<file path="src/fpa_defs.svh">
/*
  Constants of the flash programming operand block: register offsets,
  field positions, reset values and operation-select codes.
  Assumes it is included by bare name wherever a number is needed.
*/
`ifndef FPA_DEFS_SVH
`define FPA_DEFS_SVH

// Register byte offsets on the register bus
`define FPA_OFS_TARGET 8'h00
`define FPA_OFS_DATA_LOW 8'h04
`define FPA_OFS_DATA_HIGH 8'h08
`define FPA_OFS_SOURCE 8'h0C
`define FPA_OFS_PROTECT 8'h10
`define FPA_OFS_STATUS 8'h14

// Reset values
`define FPA_RST_WORD 32'h0000_0000
`define FPA_RST_BOUNDARY 24'h00_0000
`define FPA_RST_UNLOCK 1'b1

// Write-protect register fields
`define FPA_PROT_UNLOCK_BIT 31
`define FPA_PROT_BOUND_MSB 23
`define FPA_PROT_BOUND_LSB 0

// Operation-select codes
`define FPA_OP_NONE 4'h0
`define FPA_OP_DWORD 4'h2
`define FPA_OP_ROW 4'h3
`define FPA_OP_PAGE 4'h4
`define FPA_OP_ERASE_ALL 4'h7

// Disregarded low target address bits per operation
`define FPA_MASK_PAGE 32'hFFFF_F800
`define FPA_MASK_ROW 32'hFFFF_FF00
`define FPA_MASK_DWORD 32'hFFFF_FFF8

// Program flash region and page geometry for the protection compare
`define FPA_PFM_REGION 8'h1D
`define FPA_PAGE_LSB 11

// Status register fields
`define FPA_STAT_OP_LSB 0
`define FPA_STAT_PROT_BIT 8
`define FPA_STAT_DONE_BIT 9

`endif

</file>
<file path="src/fpa_pkg.sv">
/*
  Types of the flash programming operand block.
  Assumes fpa_defs.svh is compiled alongside for the numbers.
*/
package fpa_pkg;

  // Kind of flash operation decoded from the operation-select field
  typedef enum logic [2:0] {
    fpa_kind_none,
    fpa_kind_dword,
    fpa_kind_row,
    fpa_kind_page,
    fpa_kind_erase_all,
    fpa_kind_reserved
  } fpa_kind_t;

  // Operand set handed to the flash sequencer
  typedef struct packed {
    fpa_kind_t kind;
    logic [31:0] address;
    logic [63:0] data;
    logic [31:0] source;
    logic protect_hit;
  } fpa_cmd_t;

endpackage

</file>
<file path="src/fpa_addr_decode.sv">
/*
  Decodes the operation-select field into an operation kind and the
  effective flash address, dropping the bits each operation ignores.
  Assumes the select code and target address are stable when sampled.
*/
`timescale 1ns/1ps
`default_nettype none
`include "fpa_defs.svh"

module fpa_addr_decode
  import fpa_pkg::*;
(
  input wire logic [3:0] operation_select,
  input wire logic [31:0] flash_target_address,
  output fpa_kind_t kind,
  output logic [31:0] effective_address
);

  // Kind and masked address per operation
  always_comb begin
    kind = fpa_kind_reserved;
    effective_address = `FPA_RST_WORD;
    unique case (operation_select)
      `FPA_OP_PAGE: begin
        kind = fpa_kind_page;
        effective_address = flash_target_address & `FPA_MASK_PAGE;
      end
      `FPA_OP_ROW: begin
        kind = fpa_kind_row;
        effective_address = flash_target_address & `FPA_MASK_ROW;
      end
      `FPA_OP_DWORD: begin
        kind = fpa_kind_dword;
        effective_address = flash_target_address & `FPA_MASK_DWORD;
      end
      `FPA_OP_ERASE_ALL: begin
        kind = fpa_kind_erase_all;
      end
      `FPA_OP_NONE: begin
        kind = fpa_kind_none;
      end
      default: begin
        kind = fpa_kind_reserved;
      end
    endcase
  end

endmodule // fpa_addr_decode

`default_nettype wire

</file>
<file path="src/fpa_operand_regs.sv">
/*
  Operand registers of the flash programming controller behind an APB
  slave: target address, two data words, row source address and the
  program flash write-protect register, plus a read-only status word.
  On a start pulse it latches a complete operand set for the sequencer.
  Assumes presetn is power-on reset, sys_reset_pulse marks any other
  reset, and operation_select/flash_write_start come from the control
  logic that owns the unlock sequence.
  A misaligned double-word target is masked, not refused: software is
  expected to align it, and nothing here flags a stray low bit.
  Likewise a start is never refused here; the sequencer reads the
  latched protection flag and decides for itself.
*/
// The placing of the registers and the APB register port were chosen for this implementation.
// Notes on behaviour
// - Page erase ignores target address bits 10:0
// - Row program ignores target address bits 7:0
// - Double-word program ignores target bits 2:0
// - Other operations do not use target address
// - Double-word writes high word then low word
// - Low data word is least significant word
// - Row program fetches from source address register
// - Operand registers clear only on power-on reset
// - Protect: lock bit 31 set, boundary 23:0 zero
// - Codes: 4 page, 3 row, 2 dword, 7 all
// - Locked protect register refuses writes until reset
// - Protect pages up to boundary; zero disables
`timescale 1ns/1ps
`default_nettype none
`include "fpa_defs.svh"

module fpa_operand_regs
  import fpa_pkg::*;
(
  input wire logic pclk, // 20 MHz bus clock
  input wire logic presetn, // Power-on reset, active low
  input wire logic sys_reset_pulse, // Any other reset, one cycle
  input wire logic psel, // APB select
  input wire logic penable, // APB access phase
  input wire logic pwrite, // APB direction
  input wire logic [7:0] paddr, // APB byte address
  input wire logic [31:0] pwdata, // APB write data
  output logic [31:0] prdata, // APB read data
  output logic pready, // APB ready
  output logic pslverr, // APB error on unmapped address
  input wire logic [3:0] operation_select, // Operation code from control
  input wire logic flash_write_start, // Operation trigger, one cycle
  output logic cmd_valid, // Operand set valid, one cycle
  output fpa_cmd_t cmd, // Latched operand set
  output logic protect_hit_now // Current target is protected
);

  // One copy of every operand, shared by the read mux and the latch
  // Stored registers
  logic [31:0] flash_target_address; // Target flash address
  logic [31:0] flash_write_data_low; // Low data word
  logic [31:0] flash_write_data_high; // High data word
  logic [31:0] row_source_address; // Row program source
  logic protect_unlock; // Protect register lock control
  logic [23:0] protect_boundary; // Protect boundary field
  logic [3:0] last_op; // Code of the last operation started
  logic op_seen; // Any operation started since power-on

  // Next values
  // Worked out by the combinational processes, registered once below
  logic [31:0] next_flash_target_address;
  logic [31:0] next_flash_write_data_low;
  logic [31:0] next_flash_write_data_high;
  logic [31:0] next_row_source_address;
  logic next_protect_unlock;
  logic [23:0] next_protect_boundary;
  logic [3:0] next_last_op;
  logic next_op_seen;
  logic [31:0] next_prdata;
  logic next_cmd_valid;
  fpa_cmd_t next_cmd;

  // Bus decode
  logic setup_phase; // First cycle of a transfer
  logic access_phase; // Completing cycle of a transfer
  logic wr_en; // Write takes effect this edge
  logic addr_hit; // Address maps to a register

  // Decoded operation
  // Recomputed from the live registers on every cycle
  fpa_kind_t kind; // Operation kind
  logic [31:0] effective_address; // Target with ignored bits dropped
  logic protect_hit; // Protection compare result

  // pready follows the access phase, so every transfer takes two cycles;
  // an unmapped address still completes, flagged by pslverr
  // Zero wait state: read data prepared during setup
  always_comb begin
    setup_phase = psel && !penable;
    access_phase = psel && penable;
    pready = access_phase;
    wr_en = access_phase && pwrite && addr_hit;
    pslverr = access_phase && !addr_hit;
  end

  // Address map check
  // Status is read-only but mapped, so a write there completes quietly
  // instead of raising an error
  always_comb begin
    unique case (paddr)
      `FPA_OFS_TARGET,
      `FPA_OFS_DATA_LOW,
      `FPA_OFS_DATA_HIGH,
      `FPA_OFS_SOURCE,
      `FPA_OFS_PROTECT,
      `FPA_OFS_STATUS: begin
        addr_hit = 1'b1;
      end
      default: begin
        addr_hit = 1'b0;
      end
    endcase
  end

  // Operation kind and effective address
  // Only the masked copy goes to the sequencer; the register itself
  // keeps every bit that software wrote
  fpa_addr_decode u_decode (
    .operation_select(operation_select),
    .flash_target_address(flash_target_address),
    .kind(kind),
    .effective_address(effective_address)
  );

  // Write-protect compare on the effective address
  // Bulk erase is judged against the boundary as a whole
  fpa_protect_check u_protect (
    .effective_address(effective_address),
    .protect_boundary(protect_boundary),
    .erase_all(kind == fpa_kind_erase_all),
    .protect_hit(protect_hit)
  );

  // Live flag for control logic that wants to refuse a start early
  assign protect_hit_now = protect_hit;

  // Register write next values
  // Writes land at the access edge. The lock bit only falls by software;
  // any other reset raises it again and wins over a same-cycle write,
  // so a locked boundary is never stuck past a warm reset
  always_comb begin
    next_flash_target_address = flash_target_address;
    next_flash_write_data_low = flash_write_data_low;
    next_flash_write_data_high = flash_write_data_high;
    next_row_source_address = row_source_address;
    next_protect_unlock = protect_unlock;
    next_protect_boundary = protect_boundary;
    if (wr_en) begin
      unique case (paddr)
        `FPA_OFS_TARGET: begin
          next_flash_target_address = pwdata;
        end
        `FPA_OFS_DATA_LOW: begin
          next_flash_write_data_low = pwdata;
        end
        `FPA_OFS_DATA_HIGH: begin
          next_flash_write_data_high = pwdata;
        end
        `FPA_OFS_SOURCE: begin
          next_row_source_address = pwdata;
        end
        `FPA_OFS_PROTECT: begin
          if (protect_unlock) begin
            // Lock can only be cleared by software
            // Boundary and lock move together while the register is open
            next_protect_unlock = pwdata[`FPA_PROT_UNLOCK_BIT];
            next_protect_boundary = pwdata[`FPA_PROT_BOUND_MSB:`FPA_PROT_BOUND_LSB];
          end
        end
        default: begin
          // Status is read-only; writes are dropped
        end
      endcase
    end
    // Warm reset reopens the protect register, even over a write
    if (sys_reset_pulse) begin
      next_protect_unlock = `FPA_RST_UNLOCK;
    end
  end

  // Operand registers; only power-on reset clears them
  // sys_reset_pulse is left out on purpose, so that software's operands
  // survive a warm reset
  always_ff @(posedge pclk or negedge presetn) begin
    if (!presetn) begin
      flash_target_address <= `FPA_RST_WORD;
      flash_write_data_low <= `FPA_RST_WORD;
      flash_write_data_high <= `FPA_RST_WORD;
      row_source_address <= `FPA_RST_WORD;
      protect_unlock <= `FPA_RST_UNLOCK;
      protect_boundary <= `FPA_RST_BOUNDARY;
    end else begin
      flash_target_address <= next_flash_target_address;
      flash_write_data_low <= next_flash_write_data_low;
      flash_write_data_high <= next_flash_write_data_high;
      row_source_address <= next_row_source_address;
      protect_unlock <= next_protect_unlock;
      protect_boundary <= next_protect_boundary;
    end
  end

  // Read mux, sampled in the setup cycle
  // Captured at the setup edge, so prdata already stands through the
  // whole access cycle and holds until the next setup
  always_comb begin
    next_prdata = prdata;
    if (setup_phase) begin
      unique case (paddr)
        `FPA_OFS_TARGET: begin
          next_prdata = flash_target_address;
        end
        `FPA_OFS_DATA_LOW: begin
          next_prdata = flash_write_data_low;
        end
        `FPA_OFS_DATA_HIGH: begin
          next_prdata = flash_write_data_high;
        end
        `FPA_OFS_SOURCE: begin
          next_prdata = row_source_address;
        end
        `FPA_OFS_PROTECT: begin
          // Bits 30:24 unimplemented, read as zero
          next_prdata = `FPA_RST_WORD;
          next_prdata[`FPA_PROT_UNLOCK_BIT] = protect_unlock;
          next_prdata[`FPA_PROT_BOUND_MSB:`FPA_PROT_BOUND_LSB] = protect_boundary;
        end
        `FPA_OFS_STATUS: begin
          next_prdata = `FPA_RST_WORD;
          // Last code, live protection, any start since power-on
          next_prdata[`FPA_STAT_OP_LSB +: 4] = last_op;
          next_prdata[`FPA_STAT_PROT_BIT] = protect_hit;
          next_prdata[`FPA_STAT_DONE_BIT] = op_seen;
        end
        default: begin
          // Unmapped: zero, beside pslverr
          next_prdata = `FPA_RST_WORD;
        end
      endcase
    end
  end

  // Read data register
  // Cleared at power-on only; otherwise keeps the last word read
  always_ff @(posedge pclk or negedge presetn) begin
    if (!presetn) begin
      prdata <= `FPA_RST_WORD;
    end else begin
      prdata <= next_prdata;
    end
  end

  // Operand set latched on the start pulse
  // Frozen at the start edge so software may load the next operands
  // while the sequencer is still busy; the source address goes out
  // only for a row program, other kinds see zero
  always_comb begin
    next_cmd_valid = flash_write_start;
    next_cmd = cmd;
    next_last_op = last_op;
    next_op_seen = op_seen;
    if (flash_write_start) begin
      next_last_op = operation_select;
      next_op_seen = 1'b1;
      next_cmd.kind = kind;
      next_cmd.address = effective_address;
      next_cmd.protect_hit = protect_hit;
      // High word above low word in the double word
      next_cmd.data = {flash_write_data_high, flash_write_data_low};
      if (kind == fpa_kind_row) begin
        next_cmd.source = row_source_address;
      end else begin
        // Only a row program reads from system memory
        next_cmd.source = `FPA_RST_WORD;
      end
    end
  end

  // Command output and status registers
  // cmd_valid is a one-cycle strobe; cmd stands until the next start
  // so the sequencer may take it whenever it is ready
  always_ff @(posedge pclk or negedge presetn) begin
    if (!presetn) begin
      cmd_valid <= 1'b0;
      cmd <= '0;
      last_op <= `FPA_OP_NONE;
      op_seen <= 1'b0;
    end else begin
      cmd_valid <= next_cmd_valid;
      cmd <= next_cmd;
      last_op <= next_last_op;
      op_seen <= next_op_seen;
    end
  end

endmodule // fpa_operand_regs

`default_nettype wire

</file>
<file path="src/fpa_protect_check.sv">
/*
  Compares an effective flash address against the program flash
  write-protect boundary. Pages at and below the boundary page are
  protected; a zero boundary turns protection off.
  Assumes addresses are system physical addresses.
*/
`timescale 1ns/1ps
`default_nettype none
`include "fpa_defs.svh"

module fpa_protect_check (
  input wire logic [31:0] effective_address,
  input wire logic [23:0] protect_boundary,
  input wire logic erase_all,
  output logic protect_hit
);

  // Page numbers inside the program flash region
  logic [23:`FPA_PAGE_LSB] target_page; // Page of the target
  logic [23:`FPA_PAGE_LSB] bound_page; // Page holding the boundary
  logic in_region; // Target lies in program flash
  logic enabled; // Non-zero boundary

  // Protection compare
  always_comb begin
    target_page = effective_address[23:`FPA_PAGE_LSB];
    bound_page = protect_boundary[23:`FPA_PAGE_LSB];
    in_region = (effective_address[31:24] == `FPA_PFM_REGION);
    enabled = (protect_boundary != `FPA_RST_BOUNDARY);
    if (!enabled) begin
      protect_hit = 1'b0;
    end else if (erase_all) begin
      protect_hit = 1'b1; // Bulk erase needs every page open
    end else begin
      protect_hit = in_region && (target_page <= bound_page);
    end
  end

endmodule // fpa_protect_check

`default_nettype wire
</file>
<file path="config.mk">
export PLATFORM = sky130hd
export DESIGN_NAME = fpa_operand_regs
export DESIGN_NICKNAME = d
export VERILOG_FILES = /design/src/fpa_pkg.sv /design/src/fpa_addr_decode.sv /design/src/fpa_operand_regs.sv /design/src/fpa_protect_check.sv
export VERILOG_INCLUDE_DIRS = /design/src
export SDC_FILE = /design/constraint.sdc
export NUM_CORES = 1
export LEC_CHECK = 0
export BUFFER_PORTS_ARGS = -buffer_cell sky130_fd_sc_hd__buf_4
export CORE_UTILIZATION = 30
export DETAILED_ROUTE_END_ITERATION = 10
export SLEW_MARGIN = 20
export SYNTH_ARGS = -nofsm -noshare
export SYNTH_HDL_FRONTEND = slang
export SYNTH_HIERARCHICAL = 1
export SYNTH_SLANG_ARGS = --single-unit
</file>
<file path="constraint.sdc">
create_clock -name pclk -period 2.8 [get_ports pclk]
set_clock_uncertainty 0.15 [all_clocks]
set_input_delay 0.42 -clock pclk [delete_from_list [all_inputs] [get_ports pclk]]
set_output_delay 0.42 -clock pclk [all_outputs]
set_load 0.1 [all_outputs]
</file>
==> results.cfg <==
[run_status]
status = finished with violations
violations = negative setup slack

[clocking]
cts_tree = built
path_clk_slew_ns = 0.05
cts.sinks = 323
cts.htree.levels = 2
cts-root-buf = clkbuf_16
insertion_delay_ns = 0.55
cts_buffers = 37
clockBufferDepth = 3

[finish]
register_area_um2 = 8080
diodes = 0
nets = 1401
final_layout_size_suffix_gt1_share_pct = 44.2
n_fill_cell = 4460
syn_to_final_growth_pct = 30.7
design_area_um2 = 18500
multi_input_area_um2 = 5580
utilization_pct = 39.7

[pwr]
p_sw_mw = 2.71
clock_power_share_pct = 46.4
swShare_pct = 25.2
total_power_mw = 10.8
irDropWorstVdd_mv = 0.374
power_frac_seq_pct = 44.6
internal-power_mw = 8.05
power_leakage_nw = 9.08
comb_power_share_pct = 9.0
p_per_area_nw_per_um2 = 583

[timing]
final.min_clock_period_ns = 3.12
period_share_pct = 112
rsz0062_at_grt = yes
max_slew_margin_pct = 51.9
worst_slack_ns = -0.322
setup_viol = 1
slew_violations = 0
fmax_mhz = 320
tightestPinTransition_ns = 0.721
holdWs_ns = 0.0453
hold_viol = 0

[yosys]
async_flop_share_pct = 100
synth_area_per_cell_um2 = 13.5
netlist_area_um2 = 14100
synth_edf_count = 0
syn_inst = 1048
synthTopCellsByArea = dfrtp_1, mux2_2, mux2_1
yosysUniqueCellTypes = 54
ys_warn_count = 6
synth_top_area_cell = dfrtp_1
synth-seq-cells = 323
yosys.area.top_type_share_pct = 57.0
synthFlopType = dfrtp_1
synth_seq_area_share_pct = 57.2

[floorplanning]
core_area_um2 = 46500
rows = 79
pin_count = 219
start_util_pct = 30.4
die_w_um = 219
die_area_um2 = 48000
fp.dieH_um = 219

[critical_path]
r2r_slack_ns = 0.19
crit_type = in2out
timing.rr.start = flash_target_address[22]
slowest_delay_ns = 0.48
critPathRequiredTime_ns = 2.23
cp_cell_sequence = buf_8 -> or3b_4 -> a21oi_1 -> ha_1 -> a21oi_1 -> o221ai_1 -> nand4_1 -> nand3_1 -> a21oi_4 -> buf_12
crit_buf_inv = 2
cp_max_fo = 8
r2r_cells = 13
timing.rr.end = prdata[8]
worstPathArrival_ns = 2.55
cp-start-kind = input port
worst_path_max_delay_cell = or3b_4
endpoint_kind = output port
cp_top_family = compound AO/OA/AOI/OAI gates
crit_top_cell = a21oi_1

[global_routing]
grt_pass1_vias = 10300
gr-usage-met3_pct = 5.06
overflow = 0
grt_max_degree = 85
grt.busiest_layer = met2
grt_usage_pct = 18.0
grt_antenna_before_repair = 0
grt.met2_usage_pct = 29.1
grt_pass1_wl_mm = 64.7
grt_use_met1_pct = 23.3

[route]
drt_first_iter_violations = 470
wire_per_inst_um = 21.5
vias = 9753
drc = 0
drt_pre_antenna_iters = 5
totalWireLength_mm = 42.4
drt-vias-per-instance = 4.94
ant_nets = 0

[hold_path]
min_from = flash_write_start
hold_path_depth = 1
min_path_type = in2reg
min_to = cmd_valid

[placement]
port-buffer-count = 218
place_ws_ns = -0.421
place.gp.congestion = 0.860
dpl.hpwl_mm = 29.4
post_dp_cell_area_um2 = 16800

[job]
maxCapViolCount = 0
==> timing repair <==
action,CTS,global route
cloned,1,0
endpoints found under the hold margin,189,0
setup buffers,1,2
setup endpoints to repair,1,1
hold buffers,35,0
resized for setup,10,1
pin swaps,2,2
==> power groups by stage <==
stage | sequential [mW] | combinational, mW | clock (mW)
6_report | 4.80 | 0.972 | 4.99
5_1_grt | 4.80 | 1.03 | 5.31
4_1_cts | 4.80 | 0.983 | 5.13
3_5_place_dp | 4.88 | 0.932 | 0
3_3_place_gp | 4.88 | 0.922 | 0
2_1_floorplan | 5.13 | 0.274 | 0
==> how the worst max path moves through the flow <==
stage                             start         endpoint  cells past startpoint
floorplan           operation_select[0]        prdata[8]                     12
global placement    operation_select[0]  protect_hit_now                     10
detailed placement  operation_select[0]  protect_hit_now                     10
CTS                 operation_select[1]  protect_hit_now                      9
global route        operation_select[1]  protect_hit_now                     10
finish              operation_select[1]  protect_hit_now                     10
==> final cells by class <==
cell class                 instances  share of cell area, %
timing repair buffer             317                   14.1
inverter                          46                  0.935
clock buffer                      53                   5.90
clock inverter                    15                  0.881
multi-input combinational        612                   30.3
tap                              607                   4.11
sequential                       323                   43.8
==> state kept, by name (all words and copies together) (netlist names) <==
signal and cells:
flash_write_data_high 32, cmd 132, flash_write_data_low 32, protect_boundary 24, protect_unlock 1, last_op 4
op_seen 1, row_source_address 32, prdata 32, cmd_valid 1, flash_target_address 32
==> layer usage <==
layer | up-vias | routed length [um]
met4 | 0 | 1060
met1 | 5012 | 18600
li1 | 4398 | -
met3 | 68 | 2930
met2 | 275 | 19800
met5 | - | 0
==> placed cells by master (no fill, tap or decap), types with 6 or more instances in the layout <==
cell type | netlist | routed
nor2_1 | 8 | 7
and2_1 | 9 | 9
a22o_1 | 26 | 26
mux2_2 | 222 | 221
ha_1 | 13 | 13
dlygate4sd3_1 | 0 | 35
mux2_1 | 62 | 62
o21ai_0 | 35 | 34
clkbuf_8 | 0 | 6
dfrtp_1 | 322 | 322
a21oi_1 | 26 | 21
clkbuf_1 | 27 | 8
nand2_1 | 41 | 41
clkinv_2 | 0 | 8
buf_12 | 0 | 9
clkbuf_16 | 0 | 39
a22oi_1 | 44 | 44
mux4_2 | 8 | 8
nor4_1 | 7 | 6
buf_4 | 5 | 268
nand2b_1 | 24 | 24
inv_1 | 46 | 46
nand3_1 | 6 | 6
o22ai_1 | 19 | 19
==> cells in the mapped netlist, drive strengths merged, types with 5 or more instances <==
| library cell | number |
|---|---|
| dfrtp | 322 |
| mux2 | 284 |
| inv | 46 |
| a22oi | 44 |
| buf | 43 |
| nand2 | 41 |
| o21ai | 35 |
| a21oi | 27 |
| clkbuf | 27 |
| a22o | 26 |
| nand2b | 24 |
| o22ai | 19 |
| ha | 13 |
| and2 | 9 |
| mux4 | 8 |
| nor2 | 8 |
| nand3 | 7 |
| nand4 | 7 |
| nor4 | 7 |
| and3 | 6 |
| nor2b | 5 |
| o21a | 5 |
| o221ai | 5 |
==> through the flow <==
stage	TNS (ns)	cells
final	-0.322	1973
after detailed placement	-0.809	1866
after global routing	-0.401	1973
after floorplan	-0.779	1050
after CTS	-0.262	1971
after global placement	-0.733	1866
==> cell families after synthesis <==
logic type,count (synthesis),synth area share [%]
flops,323,57.2
mux,292,23.9
compound gates,172,8.26
simple gates,131,5.54
buf+inv,116,3.88
fa+ha+maj,13,1.15
other cells,1,0.0265
No activity file was read; power rests on OpenSTA's default activity.
